### src/core/tsense_pkg.sv
package tsense_pkg;
    // Base clock
    localparam int CLK_PERIOD_NS = 4;
    // Bus-stuck timeout window, milliseconds
    localparam int STUCK_MIN_MS = 75;
    localparam int STUCK_MAX_MS = 325;
    // Least time between transactions for a fresh result, milliseconds
    localparam int ACCESS_GAP_MS = 300;
    // Cycles per millisecond at the base clock
    localparam int CYC_PER_MS = 1000000 / CLK_PERIOD_NS;
    // Timeout count: the least time, rounded down to whole cycles
    localparam int STUCK_CYCLES = STUCK_MIN_MS * CYC_PER_MS;
    // Conversion time default (fits below the recommended gap)
    localparam int CONV_MS = 100;
    localparam int CONV_CYCLES = CONV_MS * CYC_PER_MS;
    // Address and data layout
    localparam logic [3:0] ADDR_FIXED = 4'h9;
    localparam int TEMP_W = 9;
    localparam int FAULT_MAX = 6;
    localparam logic [2:0] FAULT_RST = 3'h1;
endpackage

### src/core/temp_sensor_access_timeout_alert.sv
`timescale 1ns/1ns
module temp_sensor_access_timeout_alert
    import tsense_pkg::*;
#(
    parameter bit HAS_TIMEOUT = 1'b1,
    parameter int STUCK_COUNT = STUCK_CYCLES,
    parameter int CONV_COUNT = CONV_CYCLES
) (
    input wire logic ref_clk, // Core clock, 250 MHz
    input wire logic rst_n, // Asynchronous reset, active low
    input wire logic sclIn, // Bus clock pin level
    input wire logic sdaIn, // Bus data pin level
    output logic sdaOut, // Data drive value, always low
    output logic sdaOe_n, // Low while pulling data low
    input wire logic addr_select_bit2, // Address strap 2
    input wire logic addr_select_bit1, // Address strap 1
    input wire logic addr_select_bit0, // Address strap 0
    input wire logic slaveDrive, // Serial engine wants data pulled low
    input wire logic addrMatch, // Serial engine: address byte just matched
    input wire logic shutdown, // Shutdown mode from the configuration
    input wire logic [TEMP_W-1:0] convSample, // Converter output at end of conversion
    input wire logic [TEMP_W-1:0] limitHigh, // Over-limit set point
    input wire logic [TEMP_W-1:0] limitHyst, // Hysteresis set point
    input wire logic [2:0] faultCount, // Over-limit results needed, 1 to 6
    output logic [6:0] slaveAddr, // Address this device answers
    output logic [TEMP_W-1:0] tempValue, // Last completed conversion
    output logic convBusy, // A conversion is running
    output logic convDone, // One-cycle pulse when a result is stored
    output logic busActive, // Addressed transaction in progress
    output logic busReset, // One-cycle pulse: serial interface forced idle
    output logic alert // Overtemperature alert, active high
);
    // Refuse counts that the counters cannot serve
    if (STUCK_COUNT < 1) begin
        $error("STUCK_COUNT must be at least 1");
    end
    if (CONV_COUNT < 2) begin
        $error("CONV_COUNT must be at least 2");
    end

    localparam int SW = $clog2(STUCK_COUNT + 1);
    localparam int CW = $clog2(CONV_COUNT + 1);
    localparam logic [SW-1:0] STUCK_LAST = SW'(STUCK_COUNT);
    localparam logic [CW-1:0] CONV_LAST = CW'(CONV_COUNT - 1);

    // Two's complement compare of a result against a set point
    function automatic logic isAbove(input logic [TEMP_W-1:0] a, input logic [TEMP_W-1:0] b);
        isAbove = $signed(a) > $signed(b);
    endfunction

    // Zero reads as one, anything past the queue depth as the depth
    function automatic logic [2:0] clampFaults(input logic [2:0] req);
        if (req == 3'h0) begin
            clampFaults = FAULT_RST;
        end else if (req > 3'(FAULT_MAX)) begin
            clampFaults = 3'(FAULT_MAX);
        end else begin
            clampFaults = req;
        end
    endfunction

    // Reset released through two flops so no register sees a ragged edge
    logic rstS1_r;
    logic rstS2_r;
    always_ff @(posedge ref_clk or negedge rst_n) begin
        if (!rst_n) begin
            rstS1_r <= 1'h0;
            rstS2_r <= 1'h0;
        end else begin
            rstS1_r <= 1'h1;
            rstS2_r <= rstS1_r;
        end
    end
    wire rstN = rstS2_r;

    // Bus clock pin: two flops, a third so the high level must hold in two samples
    logic sclM_r;
    logic sclS_r;
    logic sclD_r;
    always_ff @(posedge ref_clk or negedge rstN) begin
        if (!rstN) begin
            sclM_r <= 1'h1;
            sclS_r <= 1'h1;
            sclD_r <= 1'h1;
        end else begin
            sclM_r <= sclIn;
            sclS_r <= sclM_r;
            sclD_r <= sclS_r;
        end
    end

    // Bus data pin: idle level after reset so no false start follows it
    logic sdaM_r;
    logic sdaS_r;
    logic sdaD_r;
    always_ff @(posedge ref_clk or negedge rstN) begin
        if (!rstN) begin
            sdaM_r <= 1'h1;
            sdaS_r <= 1'h1;
            sdaD_r <= 1'h1;
        end else begin
            sdaM_r <= sdaIn;
            sdaS_r <= sdaM_r;
            sdaD_r <= sdaS_r;
        end
    end

    wire sclHigh = sclS_r && sclD_r;
    wire startCond = sclHigh && sdaD_r && !sdaS_r;
    wire stopCond = sclHigh && !sdaD_r && sdaS_r;

    // Address straps are pins, so they pass two flops as well
    logic [2:0] strapM_r;
    logic [2:0] strap_r;
    wire [2:0] strapPins = {addr_select_bit2, addr_select_bit1, addr_select_bit0};
    always_ff @(posedge ref_clk or negedge rstN) begin
        if (!rstN) begin
            strapM_r <= 3'h0;
            strap_r <= 3'h0;
        end else begin
            strapM_r <= strapPins;
            strap_r <= strapM_r;
        end
    end
    assign slaveAddr = {ADDR_FIXED, strap_r};

    // Bus-stuck timer
    logic [SW-1:0] stuck_r;
    wire stuckArmed = HAS_TIMEOUT && !shutdown;
    wire stuckHit = stuckArmed && !sdaS_r && (stuck_r == STUCK_LAST);
    wire stuckClear = sdaS_r || !stuckArmed || stuckHit;
    always_ff @(posedge ref_clk or negedge rstN) begin
        if (!rstN) stuck_r <= '0;
        else if (stuckClear) stuck_r <= '0;
        else stuck_r <= stuck_r + SW'(1);
    end

    // One-cycle notice that the serial interface was forced idle
    logic busReset_r;
    always_ff @(posedge ref_clk or negedge rstN) begin
        if (!rstN) busReset_r <= 1'h0;
        else busReset_r <= stuckHit;
    end

    // Data stays released after a timeout until the next start
    logic held_r;
    always_ff @(posedge ref_clk or negedge rstN) begin
        if (!rstN) held_r <= 1'h0;
        else if (stuckHit) held_r <= 1'h1;
        else if (startCond) held_r <= 1'h0;
    end

    // Addressed-transaction tracking
    logic busActive_r;
    always_ff @(posedge ref_clk or negedge rstN) begin
        if (!rstN) busActive_r <= 1'h0;
        else if (stuckHit || stopCond) busActive_r <= 1'h0;
        else if (addrMatch) busActive_r <= 1'h1;
    end
    assign busActive = busActive_r;
    assign busReset = busReset_r;
    assign sdaOut = 1'h0;
    assign sdaOe_n = !(slaveDrive && !held_r);

    // Conversion engine: an address match in the last cycle still aborts it
    logic [CW-1:0] conv_r;
    logic convDone_r;
    logic [TEMP_W-1:0] temp_r;
    wire convEnd = !busActive_r && !addrMatch && !shutdown && (conv_r == CONV_LAST);
    wire convClear = busActive_r || addrMatch || shutdown || convEnd;
    always_ff @(posedge ref_clk or negedge rstN) begin
        if (!rstN) conv_r <= '0;
        else if (convClear) conv_r <= '0;
        else conv_r <= conv_r + CW'(1);
    end

    always_ff @(posedge ref_clk or negedge rstN) begin
        if (!rstN) convDone_r <= 1'h0;
        else convDone_r <= convEnd;
    end

    // Only a finished conversion touches the stored result
    always_ff @(posedge ref_clk or negedge rstN) begin
        if (!rstN) temp_r <= '0;
        else if (convEnd) temp_r <= convSample;
    end
    assign tempValue = temp_r;
    assign convDone = convDone_r;
    assign convBusy = !busActive_r && !shutdown;

    // Consecutive fault filter
    logic [2:0] faults_r;
    logic alert_r;
    wire [2:0] needed = clampFaults(faultCount);
    wire overLimit = isAbove(convSample, limitHigh);
    wire belowHyst = isAbove(limitHyst, convSample);
    wire [2:0] faultsInc = faults_r + 3'h1;
    wire reachNeeded = faultsInc >= needed;
    always_ff @(posedge ref_clk or negedge rstN) begin
        if (!rstN) begin
            faults_r <= 3'h0;
        end else if (convEnd && !overLimit) begin
            faults_r <= 3'h0;
        end else if (convEnd && (faults_r < needed)) begin
            faults_r <= faultsInc;
        end
    end

    // Hysteresis release keeps the alert from chattering at the limit
    always_ff @(posedge ref_clk or negedge rstN) begin
        if (!rstN) begin
            alert_r <= 1'h0;
        end else if (convEnd && overLimit && reachNeeded) begin
            alert_r <= 1'h1;
        end else if (convEnd && !overLimit && belowHyst) begin
            alert_r <= 1'h0;
        end
    end
    assign alert = alert_r;
endmodule

### config.mk
export PLATFORM = sky130hd
export DESIGN_NAME = temp_sensor_access_timeout_alert
export DESIGN_NICKNAME = d
export VERILOG_FILES = /design/src/core/tsense_pkg.sv /design/src/core/temp_sensor_access_timeout_alert.sv
export SDC_FILE = /design/constraint.sdc
export NUM_CORES = 1
export LEC_CHECK = 0
export BUFFER_PORTS_ARGS = -buffer_cell sky130_fd_sc_hd__buf_2
export CAP_MARGIN = 20
export CORE_ASPECT_RATIO = 0.75
export CORE_MARGIN = 3
export CORE_UTILIZATION = 40
export DETAILED_ROUTE_END_ITERATION = 10
export PLACE_DENSITY_LB_ADDON = 0.3
export SLEW_MARGIN = 20
export SYNTH_ARGS = -nofsm -noshare
export SYNTH_HDL_FRONTEND = slang
export SYNTH_SLANG_ARGS = --single-unit
### constraint.sdc
create_clock -name ref_clk -period 6.63 [get_ports ref_clk]
set_input_delay 0 -clock ref_clk [delete_from_list [all_inputs] [get_ports ref_clk]]
set_output_delay 0 -clock ref_clk [all_outputs]
set_load 0.05 [all_outputs]
Word-level counts from Yosys, hierarchy flattened

Index checks and enable logic that the tools add are counted.

Bits of input ports: 40
Output and inout port bits: 23
Bits in latches: 0
Bits in read-only memories: 0
Flip-flop bits (word level): 81
RAM bits: 0
Memories kept: 0

Multiply operators: 0
Add/sub/neg operators: 3
Equality and inequality tests: 2
Div/mod/pow operators: 0
Magnitude comparators: 5
Multiplexer cells: 12
Reduce and logical (&&, ||, !) cells: 36
Shift-type cells: 0
Bitwise gates (word level): 0

Operators by type and width:

| cell                                                             | count |
|---|---|
| 25-bit by 1-bit adder with 25-bit output (second input constant) | 2 |
| 25-bit equality test (second input constant)                     | 2 |
| 25-bit 2-to-1 mux                                                | 2 |
| 9-bit greater-than comparator                                    | 2 |
| 1-bit logical AND                                                | 17 |
| 3-bit 2-to-1 mux                                                 | 4 |
| 1-bit logical NOT                                                | 8 |
| 2-bit nonzero test                                               | 4 |
| 1-bit logical OR                                                 | 6 |
| 1-bit 2-to-1 mux                                                 | 6 |
| 3-bit by 1-bit adder with 3-bit output (second input constant)   | 1 |
| 3-bit greater-or-equal comparator                                | 1 |
| 3-bit greater-than comparator (second input constant)            | 1 |
| 3-bit logical NOT                                                | 1 |
| 3-bit less-than comparator                                       | 1 |

Depth between registers and ports, before layout

Depth in word-level cells: 8
Mapped depth: 9
Depth with buffers taken out: 9

Worst setup path after synthesis

Ideal clock, no wire load.

Path type: register -> register
Start point: register conv_r[8]
End point: register conv_r[15]
Library setup time: 0.119 ns
Required time: 6.511 ns
Stages on the path, launching flop included: 7
Slack: 4.327 ns
Arrival: 2.184 ns
Cell sequence: dfrtp_1 or4b_1 or4_1 or4_4 nand2_4 buf_6 nor2_1

Word-level cells in the longest chain between the ends: 4
Elaborated cells between the ends (all ways): 5

Ends and longest elaborated chain:

| item                                                                             | line                                    | source |
|---|---|---|
| start: declaration                                                               | temp_sensor_access_timeout_alert.sv:166 | `logic [CW-1:0] conv_r;` |
| start signal: assignment                                                         | temp_sensor_access_timeout_alert.sv:174 | `else conv_r <= conv_r + CW'(1);` |
| branches (longest 3 deep; another with 25-bit by 1-bit adder with 25-bit output) | --                                      |  |
| 25-bit 2-to-1 mux *                                                              | temp_sensor_access_timeout_alert.sv:173 | `else if (convClear) conv_r <= '0;` |

Mark *: on every way between the ends.
A chain may end at the register's enable or synchronous reset.

Final worst setup path

Start point: register conv_r[8]
End point: register faults_r[1]

Word-level cells in the longest chain between the ends: 4
Elaborated cells between the ends (all ways): 6

Ends and longest elaborated chain:

| item                                                   | line                                                                             | source |
|---|---|---|
| 25-bit equality test *                                 | temp_sensor_access_timeout_alert.sv:169                                          | `wire convEnd = !busActive_r && !addrMatch && !shutdown && (conv_r == CONV_LAST);` |
| 1-bit logical AND *                                    | temp_sensor_access_timeout_alert.sv:169                                          |  |
| net convEnd                                            | temp_sensor_access_timeout_alert.sv:169                                          |  |
| 1-bit logical AND (on tied branches)                   | temp_sensor_access_timeout_alert.sv:202, temp_sensor_access_timeout_alert.sv:204 |  |
| 3-bit 2-to-1 mux or 2-bit nonzero test (tied branches) | --                                                                               |  |
| end signal: assignment                                 | temp_sensor_access_timeout_alert.sv:205                                          | `faults_r <= faultsInc;` |
| end: declaration                                       | temp_sensor_access_timeout_alert.sv:192                                          | `logic [2:0] faults_r;` |

Mark *: on every way through the listed nets, which the timed path passes. The rest lies on a longest branch.

==> results.json <==
{
  "crit_type": "reg2reg",
  "buffer_ports.inserted": 57,
  "final_critical_path_setup_slack_ns": 3.78,
  "placement_rows": 31,
  "detail_route.wirelength_um": 8500,
  "routabilityCongestion": 0.820,
  "fin_total_pwr_mw": 1.07,
  "register_bit_count_reported_by_yosys": 81,
  "transition_time_of_the_tightest_slew_check_pin_ns": 0.862,
  "clock-root-buffer": "sky130_fd_sc_hd__clkbuf_16",
  "dp_hpwl_um": 6080,
  "critical_path.startpoint_type": "flip-flop",
  "static_leakage_power_nw": 2.35,
  "gr-usage-all-layers_pct": 15.9,
  "die_w_um": 124,
  "fin_skew_ns": 0.00550,
  "clk_pin_slew_worst_paths_ns": 0.06,
  "route.detailed.vias_per_inst": 4.92,
  "fp.dieArea_um2": 11700,
  "slowest_stage": "sky130_fd_sc_hd__or4b_1",
  "placeableCoreArea_um2": 9890,
  "vdd.ir_drop.worst_mv": 0.140,
  "cts_buffer_depth": 2,
  "route.antenna.remaining_nets": 0,
  "worstPathRequired_ns": 6.85,
  "drtPass1Iterations": 4,
  "synth_area_um2": 4180,
  "fraction_of_final_layout_cells_sized_beyond_drive_strength_1_pct": 16.2,
  "io-pin-count": 63,
  "fmaxAchievable_mhz": 350,
  "wire_per_inst_um": 13.3,
  "min_delay_path_depth": 3,
  "reg2reg_setup_slack_ns": 3.78,
  "overflow": 0,
  "drv.max_cap_violation_count": 0,
  "synthTopCellsByArea": "sky130_fd_sc_hd__dfrtp_1 45%, sky130_fd_sc_hd__ha_1 8.4%, sky130_fd_sc_hd__nor2_1 5.9%, sky130_fd_sc_hd__xor2_1 5.9%, sky130_fd_sc_hd__xnor2_1 4.0%",
  "via_count_of_the_first_global_routing_pass": 3122,
  "yosys.cell_types.count": 49,
  "cts_tree": "yes",
  "timing.critical_path.to_type": "flip-flop",
  "total_of_warnings_raised_by_yosys": 0,
  "h-tree-depth": 3,
  "number_of_max_slew_violations_in_the_final_report": 0,
  "dominant_cell_type_by_area_after_synthesis": "sky130_fd_sc_hd__dfrtp_1",
  "antenna_found_initial": 0,
  "route.vias.total": 3132,
  "most_used_standard_cell_by_instance_count_after_synthesis": "sky130_fd_sc_hd__dfrtp_1",
  "min_from": "addrMatch",
  "finalCoreUtilization_pct": 50.9,
  "post_cts_buffers": 0,
  "path_cells": "or4b_1, or4_1, nor4_1, nand2_1, clkinv_1, o21ai_1, a22o_1",
  "cts.sink_count": 81,
  "postSynth.topFlopCell": "sky130_fd_sc_hd__dfrtp_1",
  "timing.critical_path.fanout_max": 21,
  "r2r.worst_path.cells": 7,
  "critical_path_buf_inv_count": 1,
  "synthArstFlopShare_pct": 100,
  "final_min_period_over_clock_period_pct": 43.0,
  "regArea_um2": 2040,
  "timing_hold_violations_final": 0,
  "later_pin_clock_latency_in_the_skew_report_ns": 0.33,
  "die_height_um": 94.5,
  "synthesis.area_per_instance_um2": 9.87,
  "filler_cell_count": 922,
  "grt_max_degree": 80,
  "arr_time_crit_path_ns": 3.07,
  "synth.top_cells.by_count": "75 x sky130_fd_sc_hd__dfrtp_1, 66 x sky130_fd_sc_hd__nor2_1, 33 x sky130_fd_sc_hd__nand2_1, 31 x sky130_fd_sc_hd__inv_1",
  "synth-edff-count": 0,
  "cts_buffers": 9,
  "grt_setup_unrepaired": "false",
  "worst_flop_to_flop_path_startpoint": "conv_r[8]$_DFF_PN0_",
  "pwr_density_cell_nw_per_um2": 213,
  "rel_slew_slack_pct": 42.5,
  "worstSetupStartpoint": "conv_r[8]$_DFF_PN0_",
  "outcome": "completed",
  "drt_iter0_drc": 192,
  "design.final.nets": 568,
  "cpLargestDelayFamily": "simple AND/OR/NAND/NOR gates",
  "n_antenna_cell": 0,
  "r2r-end": "faults_r[1]$_DFFE_PN0P_",
  "worstHoldPathType": "in2reg",
  "syn_to_final_growth_pct": 20.6,
  "synth_top_cell_area_share_pct": 45.0,
  "postSynthCellCount": 423,
  "drc_errors": 0,
  "setup_violations": 0,
  "synth-seq-area-share_pct": 48.7,
  "final_period_minus_worst_setup_slack_ns": 2.85,
  "critical_path.max_stage_delay_ns": 0.51,
  "final.setup.tns_ns": 0,
  "dp_slack_ns": 3.79,
  "grt_pass1_wl_um": 14800,
  "multi_input_comb_area_um2": 1950,
  "timing.hold.worst_endpoint": "busActive$_DFFE_PN0P_",
  "initial_core_util_pct": 42.2
}
## sequential cells by signal (all words and copies together) (netlist names)
signal	count
stuck_r	25
convDone	1
rstN	1
rstS1_r	1
sclS_r	1
busReset	1
sdaD_r	1
sclM_r	1
sdaS_r	1
conv_r	25
faults_r	3
busActive	1
strap_r	3
sclD_r	1
held_r	1
sdaM_r	1
alert	1
tempValue	9
strapM_r	3
## routing by layer
metal,track usage [%],share of wire [%],vias up
met3,4.49,4.3,9
met2,23.5,45,39
met1,22.7,49,1503
li1,-,-,1581
met5,0,0,-
met4,4.56,1.4,0
## kinds of logic (layout without fill, tap and decap cells)
kind of cell             after synthesis  count (layout)  synth area share [%]
buffers and inverters                 45             123                  5.03
other                                  2               6                 0.180
flip-flops                            81              81                  48.7
adder cells (fa/ha/maj)               29              29                  8.63
XOR/XNOR                              47              47                  9.86
AO/OA/AOI/OAI                         34              34                  5.18
AND/OR/NAND/NOR                      185             185                  22.4
## timing repair
item,CTS,global route
hold endpoints to repair,17,0
gates resized for setup,0,0
hold buffers,17,0
## cell type report
class / count / area share (%)
Clock buffer: 11 / 4.62
Inverter: 32 / 2.39
Tap cell: 132 / 3.28
Clock inverter: 5 / 1.12
Multi-Input combinational cell: 301 / 38.7
Sequential cell: 81 / 40.5
Timing Repair Buffer: 75 / 9.45
## stage by stage
step | area, um^2 | hold slack (ns) | std cells
CTS | 5010 | 0.0173 | 636
global route | 5030 | 0.0728 | 637
floorplan | 4190 | -0.296 | 427
finish | 5030 | 0.0240 | 637
global placement | 4550 | -0.215 | 603
detailed placement | 4550 | -0.213 | 603
## worst min-delay path: stages
cell	delay [ns]
sky130_fd_sc_hd__buf_2	0.09
sky130_fd_sc_hd__nor2_1	0.05
sky130_fd_sc_hd__nor3_1	0.16
## layout by cell type, fill, tap and decap left out, types with 3 or more instances in the layout
cell type	n
sky130_fd_sc_hd__and4_1	6
sky130_fd_sc_hd__nand3_1	15
sky130_fd_sc_hd__clkbuf_16	9
sky130_fd_sc_hd__xnor2_1	19
sky130_fd_sc_hd__nor3_1	8
sky130_fd_sc_hd__nor2b_1	3
sky130_fd_sc_hd__inv_1	31
sky130_fd_sc_hd__or4_1	3
sky130_fd_sc_hd__a21o_1	3
sky130_fd_sc_hd__nor4_1	7
sky130_fd_sc_hd__conb_1	6
sky130_fd_sc_hd__xor2_1	28
sky130_fd_sc_hd__a21oi_1	4
sky130_fd_sc_hd__dfstp_2	6
sky130_fd_sc_hd__dfrtp_1	74
sky130_fd_sc_hd__and3_1	8
sky130_fd_sc_hd__and2_1	3
sky130_fd_sc_hd__ha_1	28
sky130_fd_sc_hd__buf_2	57
sky130_fd_sc_hd__dlygate4sd3_1	17
sky130_fd_sc_hd__nand2_1	33
sky130_fd_sc_hd__nor2_1	66
sky130_fd_sc_hd__o21ai_0	13
sky130_fd_sc_hd__nand4_1	18
## report_power, final
group	internal, mW	switching (mW)	total, mW
Clock	0.291	0.192	0.483
Combinational	0.0330	0.0490	0.0820
Sequential	0.501	0.00721	0.509
Total	0.826	0.248	1.07
## worst max path at each step
stage,endpoint,slack [ns],depth (start not counted)
after floorplan,alert$_DFFE_PN0P_,4.22,0
after global placement,alert$_DFFE_PN0P_,3.87,7
after detailed placement,faults_r[1]$_DFFE_PN0P_,3.79,7
after CTS,faults_r[1]$_DFFE_PN0P_,3.78,7
after global routing,faults_r[1]$_DFFE_PN0P_,3.57,7
final,faults_r[1]$_DFFE_PN0P_,3.78,7
(Power assumes the default switching activity.)
